[src/core/eamu_pkg.sv]
/*
  Shared constants and types of the effective address and memory
  reference unit: instruction fields, opcodes, guard counts, states.
  Assumes bit 0 of a word is its most significant bit, so word bit k
  sits at vector index 15-k.
*/
package eamu_pkg;

  // Word and address widths
  localparam int EAMU_DW = 16;
  localparam int EAMU_AW = 15;

  // Instruction field positions (vector indices)
  localparam int OPC_HI = 15;
  localparam int OPC_LO = 13;
  localparam int FN_HI = 12;
  localparam int FN_LO = 11;
  localparam int IND_POS = 10;
  localparam int IDX_HI = 9;
  localparam int IDX_LO = 8;
  localparam int DISP_HI = 7;
  localparam int DISP_LO = 0;
  // Word bit 0: indirect flag of a pointer word
  localparam int PTR_FLAG_POS = 15;

  // Major opcodes in bits 0 to 2
  localparam logic [2:0] OP_FLOW = 3'h0;
  localparam logic [2:0] OP_LOAD = 3'h1;
  localparam logic [2:0] OP_STORE = 3'h2;

  // Flow functions in bits 3 and 4
  localparam logic [1:0] FN_JUMP = 2'h0;
  localparam logic [1:0] FN_JSR = 2'h1;
  localparam logic [1:0] FN_ISZ = 2'h2;
  localparam logic [1:0] FN_DSZ = 2'h3;

  // Index modes in bits 6 and 7
  localparam logic [1:0] IDX_PAGE0 = 2'h0;
  localparam logic [1:0] IDX_PC = 2'h1;
  localparam logic [1:0] IDX_AC2 = 2'h2;
  localparam logic [1:0] IDX_AC3 = 2'h3;

  // Auto-modify blocks, octal 20-27 and 30-37, as address[14:3]
  localparam logic [11:0] AUTO_INC_BLK = 12'h002;
  localparam logic [11:0] AUTO_DEC_BLK = 12'h003;

  // Guard counter steps and halt limit
  localparam logic [4:0] GUARD_STEP = 5'h02;
  localparam logic [4:0] GUARD_STEP_AUTO = 5'h03;
  localparam logic [4:0] GUARD_LIMIT = 5'h10;

  // Program counter advances and word arithmetic
  localparam logic [14:0] PC_STEP = 15'h0001;
  localparam logic [14:0] PC_SKIP = 15'h0002;
  localparam logic [15:0] WORD_ONE = 16'h0001;
  localparam logic [15:0] WORD_ZERO = 16'h0000;
  localparam logic [1:0] ACC3_SEL = 2'h3;

  // Sequencer states, Gray coded along the usual path
  typedef enum logic [2:0] {
    ST_IDLE = 3'h0,
    ST_ADDR = 3'h1,
    ST_IND_RD = 3'h3,
    ST_IND_WB = 3'h2,
    ST_OP_RD = 3'h6,
    ST_OP_WR = 3'h7,
    ST_FINISH = 3'h5,
    ST_HALTED = 3'h4
  } eamu_state_e;

  // One request on the memory port
  typedef struct packed {
    logic req;
    logic we;
    logic [14:0] addr;
    logic [15:0] wdata;
  } eamu_mem_req_s;

  // Accumulator contents as seen by the unit
  typedef struct packed {
    logic [15:0] ac0;
    logic [15:0] ac1;
    logic [15:0] accumulator_two;
    logic [15:0] accumulator_three;
  } eamu_acc_s;

  // Accumulator write-back
  typedef struct packed {
    logic we;
    logic [1:0] sel;
    logic [15:0] data;
  } eamu_acc_wr_s;

endpackage

[src/core/eamu_core.sv]
/*
  Effective address and memory reference unit: forms the indexed
  address, walks indirect chains, and executes jump, jump to
  subroutine, increment/decrement and skip, load and store.
  Assumes a memory port that takes a held request with one ack pulse,
  returning read data with that ack, and a caller on the same clock.
*/
// Overview of operation
// - Index 00: zero-filled unsigned page-zero displacement
// - Index 01: sign-extended displacement plus PC
// - PC-relative uses the instruction fetch address
// - Index 10: displacement plus accumulator two
// - Index 11: displacement plus accumulator three
// - Register sums keep only bits 1-15
// - Bit 5 selects direct or indirect address
// - Chains start at indexed or vector address
// - Pointer bit 0 chooses final or next
// - No refresh or breaks during a chain
// - Guard adds two/three; halt at sixteen
// - Octal 20-27 pointers written back plus one
// - Continue incremented; flag from original word
// - Octal 30-37 pointers written back minus one
// - Continue decremented; flag from original word
// - Subroutine jump saves PC plus one in accumulator three
// - Jump loads effective address into PC
// - Increment, write back, skip when zero
// - Decrement, write back, skip when zero
// - Load selected accumulator, advance PC one
// - Store selected accumulator, advance PC one
// - PC advances one, or two on skip
`timescale 1ns/1ps
module eamu_core
  import eamu_pkg::*;
#(
  parameter int DW = EAMU_DW,
  parameter int AW = EAMU_AW
) (
  // Clock and reset
  input wire logic clock,
  input wire logic rstn,
  // Instruction request
  input wire logic exec_valid,
  input wire logic [15:0] instr,
  input wire logic [14:0] fetch_pc,
  input wire eamu_acc_s acc_in,
  // Interrupt vector chain request
  input wire logic vec_valid,
  input wire logic [14:0] vec_ptr,
  // Memory port
  output eamu_mem_req_s mem,
  input wire logic mem_ack,
  input wire logic [15:0] mem_rdata,
  // Results
  output logic idle,
  output logic done,
  output logic bad_op,
  output logic [14:0] pc_next,
  output eamu_acc_wr_s acc_wr,
  output logic vec_done,
  output logic [14:0] vec_addr,
  output logic halted,
  output logic break_inhibit
);

  // Widths are fixed by the packed types of the package
  if (DW != EAMU_DW || AW != EAMU_AW) begin : g_bad_width
    $error("eamu_core: widths must match the package");
  end

  // Reset synchroniser; only stage two is read
  logic [1:0] rst_sync_r;
  logic rst_n_q;

  // Sequencer and operand registers
  eamu_state_e state_r, state_nxt;
  logic [15:0] instr_r, instr_nxt; // Instruction being run
  logic [14:0] pc_r, pc_nxt; // Fetch address of it
  eamu_acc_s acc_r, acc_nxt; // Accumulators at start
  logic [14:0] ptr_r, ptr_nxt; // Current indirect address
  logic [14:0] link_r, link_nxt; // Address after auto-modify
  logic flag_r, flag_nxt; // Unmodified indirect flag
  logic [4:0] guard_r, guard_nxt; // Chain guard counter
  logic [14:0] ea_r, ea_nxt; // Effective address
  logic vec_r, vec_nxt; // Chain belongs to an interrupt
  logic [15:0] mod_r, mod_nxt; // Modified word to write
  logic skip_r, skip_nxt; // Write-back came out zero

  // Output registers
  eamu_mem_req_s mem_r, mem_nxt;
  logic idle_r, idle_nxt;
  logic done_r, done_nxt;
  logic bad_r, bad_nxt;
  logic [14:0] pcn_r, pcn_nxt;
  eamu_acc_wr_s accw_r, accw_nxt;
  logic vdone_r, vdone_nxt;
  logic [14:0] vaddr_r, vaddr_nxt;
  logic halt_r, halt_nxt;
  logic inhibit_r, inhibit_nxt;

  // Decode helpers
  logic [2:0] opc; // Major opcode
  logic [1:0] fn; // Function or accumulator field
  logic memref; // Opcode is handled here
  logic [14:0] indexed; // Indexed address of instr_r
  logic [15:0] acc_pick; // Accumulator named by fn
  eamu_state_e op_state; // Operand step for this opcode
  logic taken; // Memory accepted our request
  logic auto_inc; // Pointer in the increment block
  logic auto_dec; // Pointer in the decrement block
  logic [15:0] rd_mod; // Read word plus or minus one
  logic step_now; // A pointer word is complete
  logic step_flag; // Its indirect flag
  logic [14:0] step_addr; // Its address field
  logic [4:0] step_guard; // Guard after this read

  // Indexed address former
  eamu_index_calc u_index (
    .idx (instr_r[IDX_HI:IDX_LO]),
    .disp (instr_r[DISP_HI:DISP_LO]),
    .pc (pc_r),
    .accumulator_two (acc_r.accumulator_two),
    .accumulator_three (acc_r.accumulator_three),
    .indexed (indexed)
  );

  // Reset release through two flops
  always_ff @(posedge clock or negedge rstn) begin
    if (!rstn) begin
      rst_sync_r <= 2'h0;
    end else begin
      rst_sync_r <= {rst_sync_r[0], 1'h1};
    end
  end
  assign rst_n_q = rst_sync_r[1];

  // Field decode and accumulator select
  always_comb begin
    opc = instr_r[OPC_HI:OPC_LO];
    fn = instr_r[FN_HI:FN_LO];
    memref = (opc == OP_FLOW) || (opc == OP_LOAD) || (opc == OP_STORE);
    // Accumulator zero sits highest in the packed word
    acc_pick = acc_r[EAMU_DW * (ACC3_SEL - fn) +: EAMU_DW];
    if (opc == OP_STORE) begin
      op_state = ST_OP_WR;
    end else if (opc == OP_LOAD || fn == FN_ISZ || fn == FN_DSZ) begin
      op_state = ST_OP_RD;
    end else begin
      op_state = ST_FINISH;
    end
  end

  // Auto-modify detection and the modified word
  always_comb begin
    taken = mem_r.req && mem_ack;
    auto_inc = (ptr_r[14:3] == AUTO_INC_BLK);
    auto_dec = (ptr_r[14:3] == AUTO_DEC_BLK);
    // Flow functions decrement only for the DSZ code
    if ((state_r == ST_IND_RD && auto_dec) || (state_r == ST_OP_RD && fn == FN_DSZ)) begin
      rd_mod = mem_rdata - WORD_ONE;
    end else begin
      rd_mod = mem_rdata + WORD_ONE;
    end
  end

  // One pointer word finishes: plain read, or auto-modify write-back
  always_comb begin
    step_now = taken && ((state_r == ST_IND_WB) || (state_r == ST_IND_RD && !auto_inc && !auto_dec));
    if (state_r == ST_IND_WB) begin
      step_flag = flag_r;
      step_addr = link_r;
      step_guard = guard_r + GUARD_STEP_AUTO;
    end else begin
      step_flag = mem_rdata[PTR_FLAG_POS];
      step_addr = mem_rdata[14:0];
      step_guard = guard_r + GUARD_STEP;
    end
  end

  // Sequencer: next values of every register but the memory port, idle and inhibit
  always_comb begin
    state_nxt = state_r;
    instr_nxt = instr_r;
    pc_nxt = pc_r;
    acc_nxt = acc_r;
    ptr_nxt = ptr_r;
    link_nxt = link_r;
    flag_nxt = flag_r;
    guard_nxt = guard_r;
    ea_nxt = ea_r;
    vec_nxt = vec_r;
    mod_nxt = mod_r;
    skip_nxt = skip_r;
    done_nxt = 1'h0;
    bad_nxt = 1'h0;
    vdone_nxt = 1'h0;
    pcn_nxt = pcn_r;
    accw_nxt = accw_r;
    accw_nxt.we = 1'h0;
    vaddr_nxt = vaddr_r;
    halt_nxt = halt_r;
    case (state_r)
      ST_IDLE, ST_HALTED: begin
        // Interrupt chains take precedence, and only they leave a halt
        if (vec_valid) begin
          ptr_nxt = vec_ptr;
          guard_nxt = 5'h00;
          vec_nxt = 1'h1;
          halt_nxt = 1'h0;
          state_nxt = ST_IND_RD;
        end else if (exec_valid && state_r == ST_IDLE) begin
          instr_nxt = instr;
          pc_nxt = fetch_pc;
          acc_nxt = acc_in;
          vec_nxt = 1'h0;
          state_nxt = ST_ADDR;
        end
      end
      ST_ADDR: begin
        if (!memref) begin
          // Not ours: report and leave the PC alone
          bad_nxt = 1'h1;
          done_nxt = 1'h1;
          pcn_nxt = pc_r;
          state_nxt = ST_IDLE;
        end else if (instr_r[IND_POS]) begin
          ptr_nxt = indexed;
          guard_nxt = 5'h00;
          state_nxt = ST_IND_RD;
        end else begin
          ea_nxt = indexed;
          state_nxt = op_state;
        end
      end
      ST_IND_RD: begin
        // Auto-modify pointers become a read-modify-write
        if (taken && (auto_inc || auto_dec)) begin
          mod_nxt = rd_mod;
          link_nxt = rd_mod[14:0];
          flag_nxt = mem_rdata[PTR_FLAG_POS];
          state_nxt = ST_IND_WB;
        end
      end
      ST_IND_WB: begin
        // Chain step is handled below once the write is taken
      end
      ST_OP_RD: begin
        if (taken) begin
          if (opc == OP_LOAD) begin
            accw_nxt.we = 1'h1;
            accw_nxt.sel = fn;
            accw_nxt.data = mem_rdata;
            pcn_nxt = pc_r + PC_STEP;
            done_nxt = 1'h1;
            state_nxt = ST_IDLE;
          end else begin
            mod_nxt = rd_mod;
            skip_nxt = (rd_mod == WORD_ZERO);
            state_nxt = ST_OP_WR;
          end
        end
      end
      ST_OP_WR: begin
        if (taken) begin
          if (opc != OP_STORE && skip_r) begin
            pcn_nxt = pc_r + PC_SKIP;
          end else begin
            pcn_nxt = pc_r + PC_STEP;
          end
          done_nxt = 1'h1;
          state_nxt = ST_IDLE;
        end
      end
      ST_FINISH: begin
        if (fn == FN_JSR) begin
          // Return address is the word after the jump
          accw_nxt.we = 1'h1;
          accw_nxt.sel = ACC3_SEL;
          accw_nxt.data = {1'h0, pc_r + PC_STEP};
        end
        pcn_nxt = ea_r;
        done_nxt = 1'h1;
        state_nxt = ST_IDLE;
      end
      default: begin
        state_nxt = ST_IDLE;
      end
    endcase
    // A completed pointer word ends or extends the chain
    if (step_now) begin
      guard_nxt = step_guard;
      if (!step_flag) begin
        // Final address reached
        if (vec_r) begin
          vaddr_nxt = step_addr;
          vdone_nxt = 1'h1;
          state_nxt = ST_IDLE;
        end else begin
          ea_nxt = step_addr;
          state_nxt = op_state;
        end
      end else if (step_guard >= GUARD_LIMIT) begin
        halt_nxt = 1'h1;
        state_nxt = ST_HALTED;
      end else begin
        ptr_nxt = step_addr;
        state_nxt = ST_IND_RD;
      end
    end
  end

  // Memory request follows the next state; it drops for one cycle
  // after every ack so that one ack can never serve two requests
  always_comb begin
    mem_nxt.req = !taken && (state_nxt == ST_IND_RD || state_nxt == ST_IND_WB ||
                             state_nxt == ST_OP_RD || state_nxt == ST_OP_WR);
    mem_nxt.we = (state_nxt == ST_IND_WB) || (state_nxt == ST_OP_WR);
    if (state_nxt == ST_IND_RD || state_nxt == ST_IND_WB) begin
      mem_nxt.addr = ptr_nxt;
    end else begin
      mem_nxt.addr = ea_nxt;
    end
    if (state_nxt == ST_OP_WR && opc == OP_STORE) begin
      mem_nxt.wdata = acc_pick;
    end else begin
      mem_nxt.wdata = mod_nxt;
    end
    idle_nxt = (state_nxt == ST_IDLE);
    inhibit_nxt = (state_nxt == ST_IND_RD) || (state_nxt == ST_IND_WB);
  end

  // Sequencer state
  always_ff @(posedge clock or negedge rst_n_q) begin
    if (!rst_n_q) begin
      state_r <= ST_IDLE;
    end else begin
      state_r <= state_nxt;
    end
  end

  // Instruction and operand capture
  always_ff @(posedge clock or negedge rst_n_q) begin
    if (!rst_n_q) begin
      instr_r <= 16'h0000;
      pc_r <= 15'h0000;
      acc_r <= '0;
      ea_r <= 15'h0000;
      mod_r <= 16'h0000;
      skip_r <= 1'h0;
    end else begin
      instr_r <= instr_nxt;
      pc_r <= pc_nxt;
      acc_r <= acc_nxt;
      ea_r <= ea_nxt;
      mod_r <= mod_nxt;
      skip_r <= skip_nxt;
    end
  end

  // Indirect chain bookkeeping
  always_ff @(posedge clock or negedge rst_n_q) begin
    if (!rst_n_q) begin
      ptr_r <= 15'h0000;
      link_r <= 15'h0000;
      flag_r <= 1'h0;
      guard_r <= 5'h00;
      vec_r <= 1'h0;
    end else begin
      ptr_r <= ptr_nxt;
      link_r <= link_nxt;
      flag_r <= flag_nxt;
      guard_r <= guard_nxt;
      vec_r <= vec_nxt;
    end
  end

  // Memory port and status outputs
  always_ff @(posedge clock or negedge rst_n_q) begin
    if (!rst_n_q) begin
      mem_r <= '0;
      idle_r <= 1'h0;
      inhibit_r <= 1'h0;
      halt_r <= 1'h0;
    end else begin
      mem_r <= mem_nxt;
      idle_r <= idle_nxt;
      inhibit_r <= inhibit_nxt;
      halt_r <= halt_nxt;
    end
  end

  // Result outputs
  always_ff @(posedge clock or negedge rst_n_q) begin
    if (!rst_n_q) begin
      done_r <= 1'h0;
      bad_r <= 1'h0;
      pcn_r <= 15'h0000;
      accw_r <= '0;
      vdone_r <= 1'h0;
      vaddr_r <= 15'h0000;
    end else begin
      done_r <= done_nxt;
      bad_r <= bad_nxt;
      pcn_r <= pcn_nxt;
      accw_r <= accw_nxt;
      vdone_r <= vdone_nxt;
      vaddr_r <= vaddr_nxt;
    end
  end

  // Drive ports from their registers
  assign mem = mem_r;
  assign idle = idle_r;
  assign done = done_r;
  assign bad_op = bad_r;
  assign pc_next = pcn_r;
  assign acc_wr = accw_r;
  assign vec_done = vdone_r;
  assign vec_addr = vaddr_r;
  assign halted = halt_r;
  assign break_inhibit = inhibit_r;

endmodule

[src/core/eamu_index_calc.sv]
/*
  Indexed address former: widens the displacement to the 15-bit
  intermediate value and adds the selected base register.
  Purely combinational; inputs come from registers of the same clock.
*/
`timescale 1ns/1ps
module eamu_index_calc
  import eamu_pkg::*;
(
  // Instruction fields
  input wire logic [1:0] idx,
  input wire logic [7:0] disp,
  // Base registers
  input wire logic [14:0] pc,
  input wire logic [15:0] accumulator_two,
  input wire logic [15:0] accumulator_three,
  // Result
  output logic [14:0] indexed
);

  logic [14:0] inter; // Intermediate value
  logic [14:0] base; // Register added to it
  logic [15:0] sum; // One guard bit for the carry

  // Widen the displacement and pick the base; bit 0 of a base never enters the sum
  always_comb begin
    inter = {{7{disp[7]}}, disp};
    case (idx)
      IDX_AC2: base = accumulator_two[14:0];
      IDX_AC3: base = accumulator_three[14:0];
      default: base = pc;
    endcase
    sum = {1'h0, base} + {1'h0, inter};
    indexed = sum[14:0];
    // Page zero ignores the base and the sign
    if (idx == IDX_PAGE0) begin
      indexed = {7'h00, disp};
    end
  end

endmodule

[config.mk]
export PLATFORM = sky130hd
export DESIGN_NAME = eamu_core
export DESIGN_NICKNAME = d
export VERILOG_FILES = /design/src/core/eamu_pkg.sv /design/src/core/eamu_core.sv /design/src/core/eamu_index_calc.sv
export SDC_FILE = /design/constraint.sdc
export NUM_CORES = 1
export LEC_CHECK = 0
export ABC_AREA = 1
export BUFFER_PORTS_ARGS = -buffer_cell sky130_fd_sc_hd__buf_2
export CORE_MARGIN = 1.5
export CORE_UTILIZATION = 58
export DETAILED_ROUTE_END_ITERATION = 6
export HOLD_SLACK_MARGIN = 0.06
export PLACE_DENSITY = 0.84
export SLEW_MARGIN = 15
export SYNTH_ARGS = -nofsm -noshare
export SYNTH_HDL_FRONTEND = slang
export SYNTH_HIERARCHICAL = 1
export SYNTH_SLANG_ARGS = --single-unit
[constraint.sdc]
create_clock -name clock -period 8.3 [get_ports clock]
set_input_delay 1.66 -clock clock [delete_from_list [all_inputs] [get_ports clock]]
set_output_delay 1.66 -clock clock [all_outputs]
set_load 0.005 [all_outputs]
==> metrics.yaml, run 1 <==
status:
  status: "finished clean"
timing:
  skew_ns: 0.0110
  min_period_ns: 4.22
  clock.fmax_mhz: 237
  fin_crit_sh: 0.508
  slew_headroom: 0.303
  rsz0062_at_grt: "no"
  tightest_slew_ns: 1.04
  finalHoldViolations: 0
  setup_violations: 0
  setup_tns_ns: 0
  whs_ns: 0.370
  slew_violations: 0
routing:
  drt_pre_antenna_iters: 6
  wl_um: 47200
  initialDrtViolationCount: 1542
  wl_per_cell_um: 19.7
  drc: 0
  routed_via_density: 5.85
  ant_nets: 0
  vias: 14000
floorplanning:
  ios: 219
  initial_core_util: 0.586
  rows: 58
  fp.coreArea_mm2: 0.0250
  die_w_um: 162
  dieArea_mm2: 0.0263
  die_height_um: 162
yosys:
  synth_fp_nets: 2037
  synth.distinct_cells: 47
  synth_edf_count: 0
  ys_async_sr_fraction: 1.00
  synth-main-ff-cell: "dfrtp_1"
  syn_area_mm2: 0.0147
  avgSynthCellArea_um2: 7.86
  ys_warn_count: 6
  postSynthCellCount: 1867
  synth.yosys.seq_area_share: 0.438
  ys_ff_latch: 257
power:
  power_leakage_nw: 8.60
  max-vdd-ir-drop_v: 0.000286
  power_density_mw_per_mm2: 423
worst_setup_path:
  r2r-start: "instr_r[9]"
  r2r_cells: 15
  arrival_ns: 4.68
  cp-start-kind: "primary input"
  cp-startpoint: "mem_ack"
  rr_endpoint: "mem[20]"
  cp_slowest_cell: "nand3_1"
  endpoint: "mem[20]"
  crit_buf_inv: 3
  reg2reg_slack_ns: 4.26
  cp-end-kind: "flop"
  path_depth: 11
  cpMostUsedCell: "nand2_1"
  critPathKind: "in -> reg"
  critPathMaxFanout: 33
  cpPeakStageDelay_ns: 0.98
  crit_family: "simple AND/OR/NAND/NOR gates"
  cp_cell_sequence: "buf_2 > nand2_1 > nor2_1 > nand2_2 > inv_2 > nand3_2 > nand3_1 > nand2_1 > inv_2 > nand2_1 > o21ai_1"
  required_ns: 8.77
global_routing:
  grt_use_total: 0.362
  grt_max_degree: 189
  grt_remaining_overflow: 0
  grt_pass1_wl_um: 73200
  grt_pass1_vias: 13200
  antenna_found_initial: 4
clock_network:
  clkLatencyLatePin_ns: 0.55
  htreeDepth: 1
  root_buffer: "clkbuf_16"
  cts_tree: "done"
  cts_buffers: 28
  cts.sinks: 257
  clk_pin_slew_ns: 0.07
  post_cts.repair.setup_buffers: 0
  cts-hold-fix-buffers: 0
  cts_buffer_depth: 3
  cts_resized: 0
cells_and_area:
  drive_gt1_frac: 0.196
  syn_to_final_growth_pct: 14.8
  layout_commonest_cell: "nand2_1"
  diodes: 0
  final_cell_mix: "nand2_1 (595), dfrtp_1 (256), buf_2 (218), inv_1 (158), o21ai_0 (138)"
  fin_nets: 2221
placed_design:
  portBuffers: 218
  hpwl_um: 35200
  globalplace.congestion: 0.994
job:
  maxCapViolations: 0
min_path:
  hold_path_startpoint: "rst_sync_r[0]"
  hold_depth: 0
  hp-class: "reg -> reg"
-- power breakdown --
group / internal [mW] / switching (mW)
registers: 1.80 / 0.475
logic: 1.20 / 2.35
clock network: 0.760 / 0.537
-- final cells by class --
class	count	area, µm²
repair buffers	225	1160
inverters	174	653
fillers	2093	8190
clock inverters	15	174
clock buffers	35	778
well taps	330	413
multi-input cells	1365	7240
flip-flops and latches	257	6430
-- metal layers --
metal / vias up / track usage / part of all wire
li1: 6513 / - / -
met1: 6597 / 0.504 / 0.41
met2: 799 / 0.552 / 0.43
met3: 129 / 0.0626 / 0.10
met4: 4 / 0.173 / 0.055
met5: - / 0 / 0.00049
-- cell usage after synthesis (5+ instances only) --
| cell | number | area, µm² |
|---|---|---|
| a21oi_1 | 43 | 215 |
| and2_1 | 5 | 31.3 |
| buf_2 | 26 | 130 |
| buf_4 | 5 | 37.5 |
| buf_6 | 6 | 67.6 |
| clkbuf_1 | 32 | 120 |
| dfrtp_1 | 257 | 6430 |
| ha_1 | 37 | 463 |
| inv_1 | 158 | 593 |
| inv_2 | 13 | 48.8 |
| mux2_2 | 76 | 856 |
| nand2_1 | 595 | 2230 |
| nand2_2 | 13 | 81.3 |
| nand3_1 | 111 | 556 |
| nand3_2 | 6 | 60.1 |
| nand3b_1 | 7 | 52.6 |
| nand4_1 | 26 | 163 |
| nor2_1 | 121 | 454 |
| nor2_2 | 8 | 50.1 |
| nor3_1 | 22 | 110 |
| o211ai_1 | 26 | 195 |
| o21a_1 | 31 | 233 |
| o21ai_0 | 138 | 691 |
| o21ai_1 | 19 | 95.1 |
| o22ai_1 | 32 | 200 |
| xor2_1 | 14 | 123 |
-- kinds of logic (layout without fill, tap and decap cells) --
| logic type | after synthesis | count (layout) | share of synthesized area |
|---|---|---|---|
| adders and majority gates | 39 | 39 | 0.0343 |
| DFF | 257 | 257 | 0.438 |
| xor gates and xnor gates | 18 | 18 | 0.0107 |
| buffers and inverters | 245 | 449 | 0.0700 |
| and+or+nand+nor | 927 | 927 | 0.269 |
| other | 1 | 1 | 0.000255 |
| AOI/OAI and AO/OA | 304 | 304 | 0.119 |
| muxes | 76 | 76 | 0.0583 |
-- flip-flops by register name, summed over array words and instances, names as in the netlist, 2 cells and up --
name and cells:
vec_addr 15, rst_sync_r 2, guard_r 5, pc_r 15
pc_next 15, state_r 3, link_r 15, ea_r 15
mem 33, acc_wr 19, instr_r 16, acc_r 64
ptr_r 15, mod_r 16
-- metrics by stage --
stage | cells | instance area, µm² | power, mW | setup slack (ns) | util
floorplan | 1867 | 14700 | 4.55 | 0.607 | -
global placement | 2351 | 15900 | 5.59 | 3.78 | 0.635
detailed placement | 2351 | 15900 | 5.71 | 3.67 | 0.635
CTS | 2401 | 16800 | 7.02 | 4.20 | 0.673
global route | 2401 | 16800 | 7.57 | 3.79 | 0.673
finish | 2401 | 16800 | 7.12 | 4.08 | 0.673
-- how the worst min path moves through the flow --
stage	to	slack (ns)
4_1_cts	rst_sync_r[1]	0.38
3_5_place_dp	rst_sync_r[1]	0.35
2_1_floorplan	rst_sync_r[1]	0.33
5_1_grt	rst_sync_r[1]	0.40
3_3_place_gp	rst_sync_r[1]	0.34
6_report	rst_sync_r[1]	0.37
-- worst reg2reg max path, delay by kind of cell (launching register included) --
kind                       cells  cell delay, ns
AOI/OAI and AO/OA              5            1.04
xor gates and xnor gates       1            0.14
adders and majority gates      2            0.72
DFF                            1            0.84
and+or+nand+nor                7            1.20
No activity file was read; power rests on OpenSTA's default activity.
==> inputs of run 2 (changes only) <==
- CORE_UTILIZATION: 58 -> 52
- PLACE_DENSITY: 0.84 -> 0.8
- clock period: 8.3 -> 3.8 ns (I/O delays scaled with it)
==> metrics.yaml, run 2 (synthesized netlist as in run 1, its figures left out) <==
clock_network:
  cts.sinks: 257  # unchanged
  cts_buffers: 28  # unchanged
  htreeDepth: 1  # unchanged
  clkLatencyLatePin_ns: 0.58  # was 0.55 ns
  post_cts.repair.setup_buffers: 0  # unchanged
  cts_buffer_depth: 3  # unchanged
  cts_tree: "done"  # unchanged
  clk_pin_slew_ns: 0.06  # was 0.07 ns
  root_buffer: "clkbuf_16"  # unchanged
placed_design:
  dp_cells: 2416  # was 2351
  globalplace.congestion: 1.02  # was 0.994
  portBuffers: 218  # unchanged
  dpl_cell_area_mm2: 0.0161  # was 0.0159 mm²
  hpwl_um: 36800  # was 35200 µm
cells_and_area:
  drive_gt1_frac: 0.202  # was 0.196
  layout_commonest_cell: "nand2_1"  # unchanged
  instances_no_fill: 2466  # was 2401
  largest_reg_flops: 64  # unchanged
  regMostFlops: "acc_r"  # unchanged
  fin_area_mm2: 0.0171  # was 0.0168 mm²
  final_cell_mix: "nand2_1 (595), dfrtp_1 (256), buf_2 (218), inv_1 (158), o21ai_0 (138)"  # unchanged
  fin_nets: 2239  # was 2221
  syn_to_final_growth_pct: 16.6  # was 14.8%
worst_setup_path:
  critPathMaxFanout: 15  # was 33
  required_ns: 4.26  # was 8.77 ns
  reg2reg_slack_ns: 0.41  # was 4.26 ns
  arrival_ns: 3.85  # was 4.68 ns
  critPathKind: "reg -> reg"  # was in -> reg
  cp-start-kind: "flop"  # was primary input
  cp-end-kind: "flop"  # unchanged
global_routing:
  grt_use_total: 0.333  # was 0.362
  grt_pass1_vias: 13000  # was 13200
  grt_remaining_overflow: 0  # unchanged
  grt_pass1_wl_um: 74000  # was 73200 µm
  grt_max_degree: 118  # was 189
  antenna_found_initial: 0  # was 4
power:
  max-vdd-ir-drop_v: 0.000552  # was 0.000286 V
  p_total_mw: 15.7  # was 7.12 mW
  power_density_mw_per_mm2: 918  # was 423 mW/mm²
  p_sw_mw: 7.29  # was 3.36 mW
  power_frac_clock: 0.189  # was 0.182
  power_leakage_nw: 8.72  # was 8.60 nW
  switching_share: 0.464  # was 0.472
  intPower_mw: 8.43  # was 3.76 mW
  power_frac_comb: 0.498  # was 0.499
  p_seq_frac: 0.312  # was 0.319
timing:
  slew_violations: 0  # unchanged
  min_period_ns: 3.39
  setup_tns_ns: 0  # unchanged
  fin_crit_sh: 0.892
  whs_ns: 0.175  # was 0.370 ns
  setup_violations: 0  # unchanged
  slew_headroom: 0.403  # was 0.303
  skew_ns: 0.0319  # was 0.0110 ns
  tightest_slew_ns: 0.894  # was 1.04 ns
  finalHoldViolations: 0  # unchanged
  rsz0062_at_grt: "no"  # unchanged
  clock.fmax_mhz: 295
floorplanning:
  dieArea_mm2: 0.0293  # was 0.0263 mm²
  fp.coreArea_mm2: 0.0278  # was 0.0250 mm²
  die_w_um: 171  # was 162 µm
  rows: 61  # was 58
  initial_core_util: 0.529  # was 0.586
  ios: 219  # unchanged
  die_height_um: 171  # was 162 µm
routing:
  ant_nets: 0  # unchanged
  vias: 13900  # was 14000
  wl_um: 48100  # was 47200 µm
  drc: 0  # unchanged
  drt_pre_antenna_iters: 6  # unchanged
  wl_per_cell_um: 19.5  # was 19.7 µm
  routed_via_density: 5.65  # was 5.85
  initialDrtViolationCount: 1415  # was 1542
status:
  status: "finished clean"  # unchanged
min_path:
  hp-class: "reg -> async"  # was reg -> reg
job:
  maxCapViolations: 0  # unchanged
-- run 2: worst paths after layout --
path	startpoint	endpoint	depth (start not counted)
max	state_r[1]	skip_r	19
min	rst_sync_r[1]	mem[7]	0
max reg2reg	state_r[1]	skip_r	19
max in group asynchronous	rst_sync_r[1]	instr_r[3]	1
min in group clock	rst_sync_r[0]	rst_sync_r[1]	0
min reg2reg	rst_sync_r[1]	mem[7]	0
-- run 2: critical path: stages (launching register included) --
cell	delay, ns
dfrtp_1	0.44
inv_2	0.08
nor2_2	0.19
nand2_2	0.13
nor2_1	0.12
nand2_1	0.12
nand2_1	0.52
ha_1	0.43
nand2_1	0.10
nand2_1	0.08
nand2_1	0.07
nand3_1	0.21
nand2_1	0.15
nand2_1	0.08
nand2_1	0.09
nand2_1	0.05
nand2_1	0.07
nand2_1	0.15
nand3_1	0.16
nand2_1	0.07
-- run 2: repair_timing --
action | 4_1_cts | 5_1_grt
gates resized for setup | 0 | 0
endpoints found under the hold margin | 2 | 0
hold buffers | 1 | 0
-- run 2: through the flow --
step,utilization,worst slack (ns)
floorplan,-,1.10
global placement,0.579,0.570
detailed placement,0.579,0.520
CTS,0.616,0.522
global route,0.616,0.0709
finish,0.616,0.409
-- run 2: power groups by stage --
stage	combinational, mW	clock (mW)	sequential (mW)
3_5_place_dp	7.64	0	4.91
3_3_place_gp	7.45	0	4.89
4_1_cts	7.69	3.00	4.88
6_report	7.83	2.98	4.91
2_1_floorplan	5.34	0	4.60
5_1_grt	8.64	3.10	5.03
-- run 2: per-layer routing --
metal | vias up | wire length (µm) | share of wire | GRT usage
met3 | 103 | 4910 | 0.10 | 0.0687
met1 | 6504 | 20400 | 0.42 | 0.474
met4 | 0 | 2350 | 0.049 | 0.149
li1 | 6557 | - | - | -
met2 | 759 | 20400 | 0.43 | 0.490
met5 | - | 0 | 0 | 0
-- run 2: layout make-up --
cell class                 count  area [µm²]
antenna                        1        2.50
clock buffer                  34         773
clock inverter                14         240
fill                        2533       10700
inverter                     174         653
multi-input combinational   1365        7230
sequential                   257        6430
tap                          378         473
timing repair buffer         243        1310
==> inputs of run 3 (changes only) <==
- GPL_ROUTABILITY_DRIVEN: not set -> 0
- MAX_ROUTING_LAYER: not set -> met4
==> metrics.yaml, run 3 (synthesized netlist as in run 1, its figures left out) <==
worst_setup_path:
  rr_endpoint: "mem[13]"  # was skip_r
  cpMostUsedCell: "nand2_1"  # unchanged
  cp_cell_sequence: "nor2_2 > nand2_2 > nor2_1 > nand2_1 > nand2_1 > ha_1 > nand2_1 > inv_1 > a21oi_1 > nand2_1 > nand2_1 > nand2_1 > nand2_1 > nand2_1 > o21ai_0 > nand2_1 > nand2_1"  # was inv_2 > nor2_2 > nand2_2 > nor2_1 > nand2_1 > nand2_1 > ha_1 > nand2_1 > nand2_1 > nand2_1 > nand3_1 > nand2_1 > nand2_1 > nand2_1 > nand2_1 > nand2_1 > nand2_1 > nand3_1 > nand2_1
  critPathMaxFanout: 20  # was 15
  critPathKind: "reg -> reg"  # unchanged
  cpPeakStageDelay_ns: 0.59  # was 0.52 ns
  cp-startpoint: "state_r[2]"  # was state_r[1]
  cp-start-kind: "flop"  # unchanged
  reg2reg_slack_ns: 0.41  # about the same
  required_ns: 4.27  # was 4.26 ns
  cp-end-kind: "flop"  # unchanged
  cp_slowest_cell: "nand2_1"  # unchanged
  r2r-start: "state_r[2]"  # was state_r[1]
  endpoint: "mem[13]"  # was skip_r
  arrival_ns: 3.86  # was 3.85 ns
  r2r_cells: 17  # was 19
placed_design:
  dpl_cell_area_mm2: 0.0161  # about the same
  portBuffers: 218  # unchanged
  hpwl_um: 35200  # was 36800 µm
global_routing:
  grt_use_total: 0.331  # was 0.333
  grt_pass1_vias: 13100  # was 13000
  grt_max_degree: 78  # was 118
  antenna_found_initial: 3  # was 0
  grt_remaining_overflow: 0  # unchanged
  grt_pass1_wl_um: 72400  # was 74000 µm
routing:
  vias: 14200  # was 13900
  wl_per_cell_um: 18.9  # was 19.5 µm
  routed_via_density: 5.75  # was 5.65
  initialDrtViolationCount: 1768  # was 1415
  wl_um: 46600  # was 48100 µm
  drt_pre_antenna_iters: 6  # unchanged
  ant_nets: 0  # unchanged
  drc: 0  # unchanged
floorplanning:
  ios: 219  # unchanged
  die_height_um: 171  # unchanged
  rows: 61  # unchanged
  initial_core_util: 0.529  # unchanged
  dieArea_mm2: 0.0293  # unchanged
  fp.coreArea_mm2: 0.0278  # unchanged
  die_w_um: 171  # unchanged
timing:
  slew_headroom: 0.296  # was 0.403
  min_period_ns: 3.39  # about the same
  clock.fmax_mhz: 295  # about the same
  slew_violations: 0  # unchanged
  setup_tns_ns: 0  # unchanged
  setup_violations: 0  # unchanged
  finalHoldViolations: 0  # unchanged
  tightest_slew_ns: 1.06  # was 0.894 ns
  rsz0062_at_grt: "no"  # unchanged
  skew_ns: 0.0191  # was 0.0319 ns
  fin_crit_sh: 0.892  # about the same
power:
  p_total_mw: 15.3  # was 15.7 mW
  max-vdd-ir-drop_v: 0.000473  # was 0.000552 V
  power_leakage_nw: 8.64  # was 8.72 nW
  power_density_mw_per_mm2: 900  # was 918 mW/mm²
cells_and_area:
  syn_to_final_growth_pct: 15.8  # was 16.6%
  layout_commonest_cell: "nand2_1"  # unchanged
  regMostFlops: "acc_r"  # unchanged
  fin_area_mm2: 0.0170  # was 0.0171 mm²
  drive_gt1_frac: 0.200  # was 0.202
  fin_nets: 2237  # was 2239
  largest_reg_flops: 64  # unchanged
  final_cell_mix: "nand2_1 (595), dfrtp_1 (256), buf_2 (218), inv_1 (158), o21ai_0 (138)"  # unchanged
clock_network:
  cts_tree: "done"  # unchanged
  post_cts.repair.setup_buffers: 0  # unchanged
  cts_buffers: 27  # was 28
  cts_buffer_depth: 3  # unchanged
  root_buffer: "clkbuf_16"  # unchanged
  clk_pin_slew_ns: 0.06  # about the same
  cts.sinks: 257  # unchanged
  htreeDepth: 1  # unchanged
  clkLatencyLatePin_ns: 0.55  # was 0.58 ns
job:
  maxCapViolations: 0  # unchanged
min_path:
  hp-class: "reg -> reg"  # was reg -> async
status:
  status: "finished clean"  # unchanged
## run 3: final cells by class
type	instances	area [µm²]
diodes	3	7.51
well taps	378	473
repair buffers	242	1320
multi-input cells	1365	7230
clock buffers	39	801
fillers	2461	10800
clock inverters	9	70.1
flip-flops and latches	257	6430
inverters	174	653
## run 3: worst max-delay path: cells and delay by family, from the launching register on
kind | cells | cell delay, ns
compound gates | 2 | 0.43
fa+ha+maj | 1 | 0.43
buf+inv | 1 | 0.06
flops | 1 | 0.45
simple gates | 13 | 1.93
## run 3: how the worst min path moves through the flow
stage | start | end | slack (ns) | cells after the start
after floorplan | rst_sync_r[0] | rst_sync_r[1] | 0.33 | 0
after global placement | rst_sync_r[0] | rst_sync_r[1] | 0.34 | 0
after detailed placement | rst_sync_r[0] | rst_sync_r[1] | 0.34 | 0
after CTS | rst_sync_r[0] | rst_sync_r[1] | 0.35 | 0
after global routing | rst_sync_r[0] | rst_sync_r[1] | 0.37 | 0
final | rst_sync_r[0] | rst_sync_r[1] | 0.35 | 0
## run 3: report_power, final
| group | switching [mW] | internal [mW] |
|---|---|---|
| Clock | 1.13 | 1.46 |
| Combinational | 5.11 | 2.70 |
| Sequential | 0.975 | 3.92 |
| Total | 7.21 | 8.09 |
## run 3: per-stage QoR
stage	hold slack, ns	util	instances	setup slack (ns)
3_3_place_gp	0.336	0.580	2415	0.692
3_5_place_dp	0.339	0.580	2415	0.547
5_1_grt	0.368	0.612	2467	0.127
6_report	0.352	0.612	2467	0.410
2_1_floorplan	0.331	-	1867	1.10
4_1_cts	0.354	0.612	2464	0.519
## run 3: per-layer routing
| layer | global-route usage | part of all wire | up-vias |
|---|---|---|---|
| met2 | 0.470 | 0.42 | 896 |
| met4 | 0.169 | 0.056 | 0 |
| met3 | 0.0597 | 0.11 | 140 |
| li1 | - | - | 6549 |
| met5 | - | 0 | - |
| met1 | 0.452 | 0.41 | 6599 |
## run 3: what timing repair did
action,CTS,global route
hold buffers,1,0
hold endpoints to repair,2,0
gates resized for setup,0,0
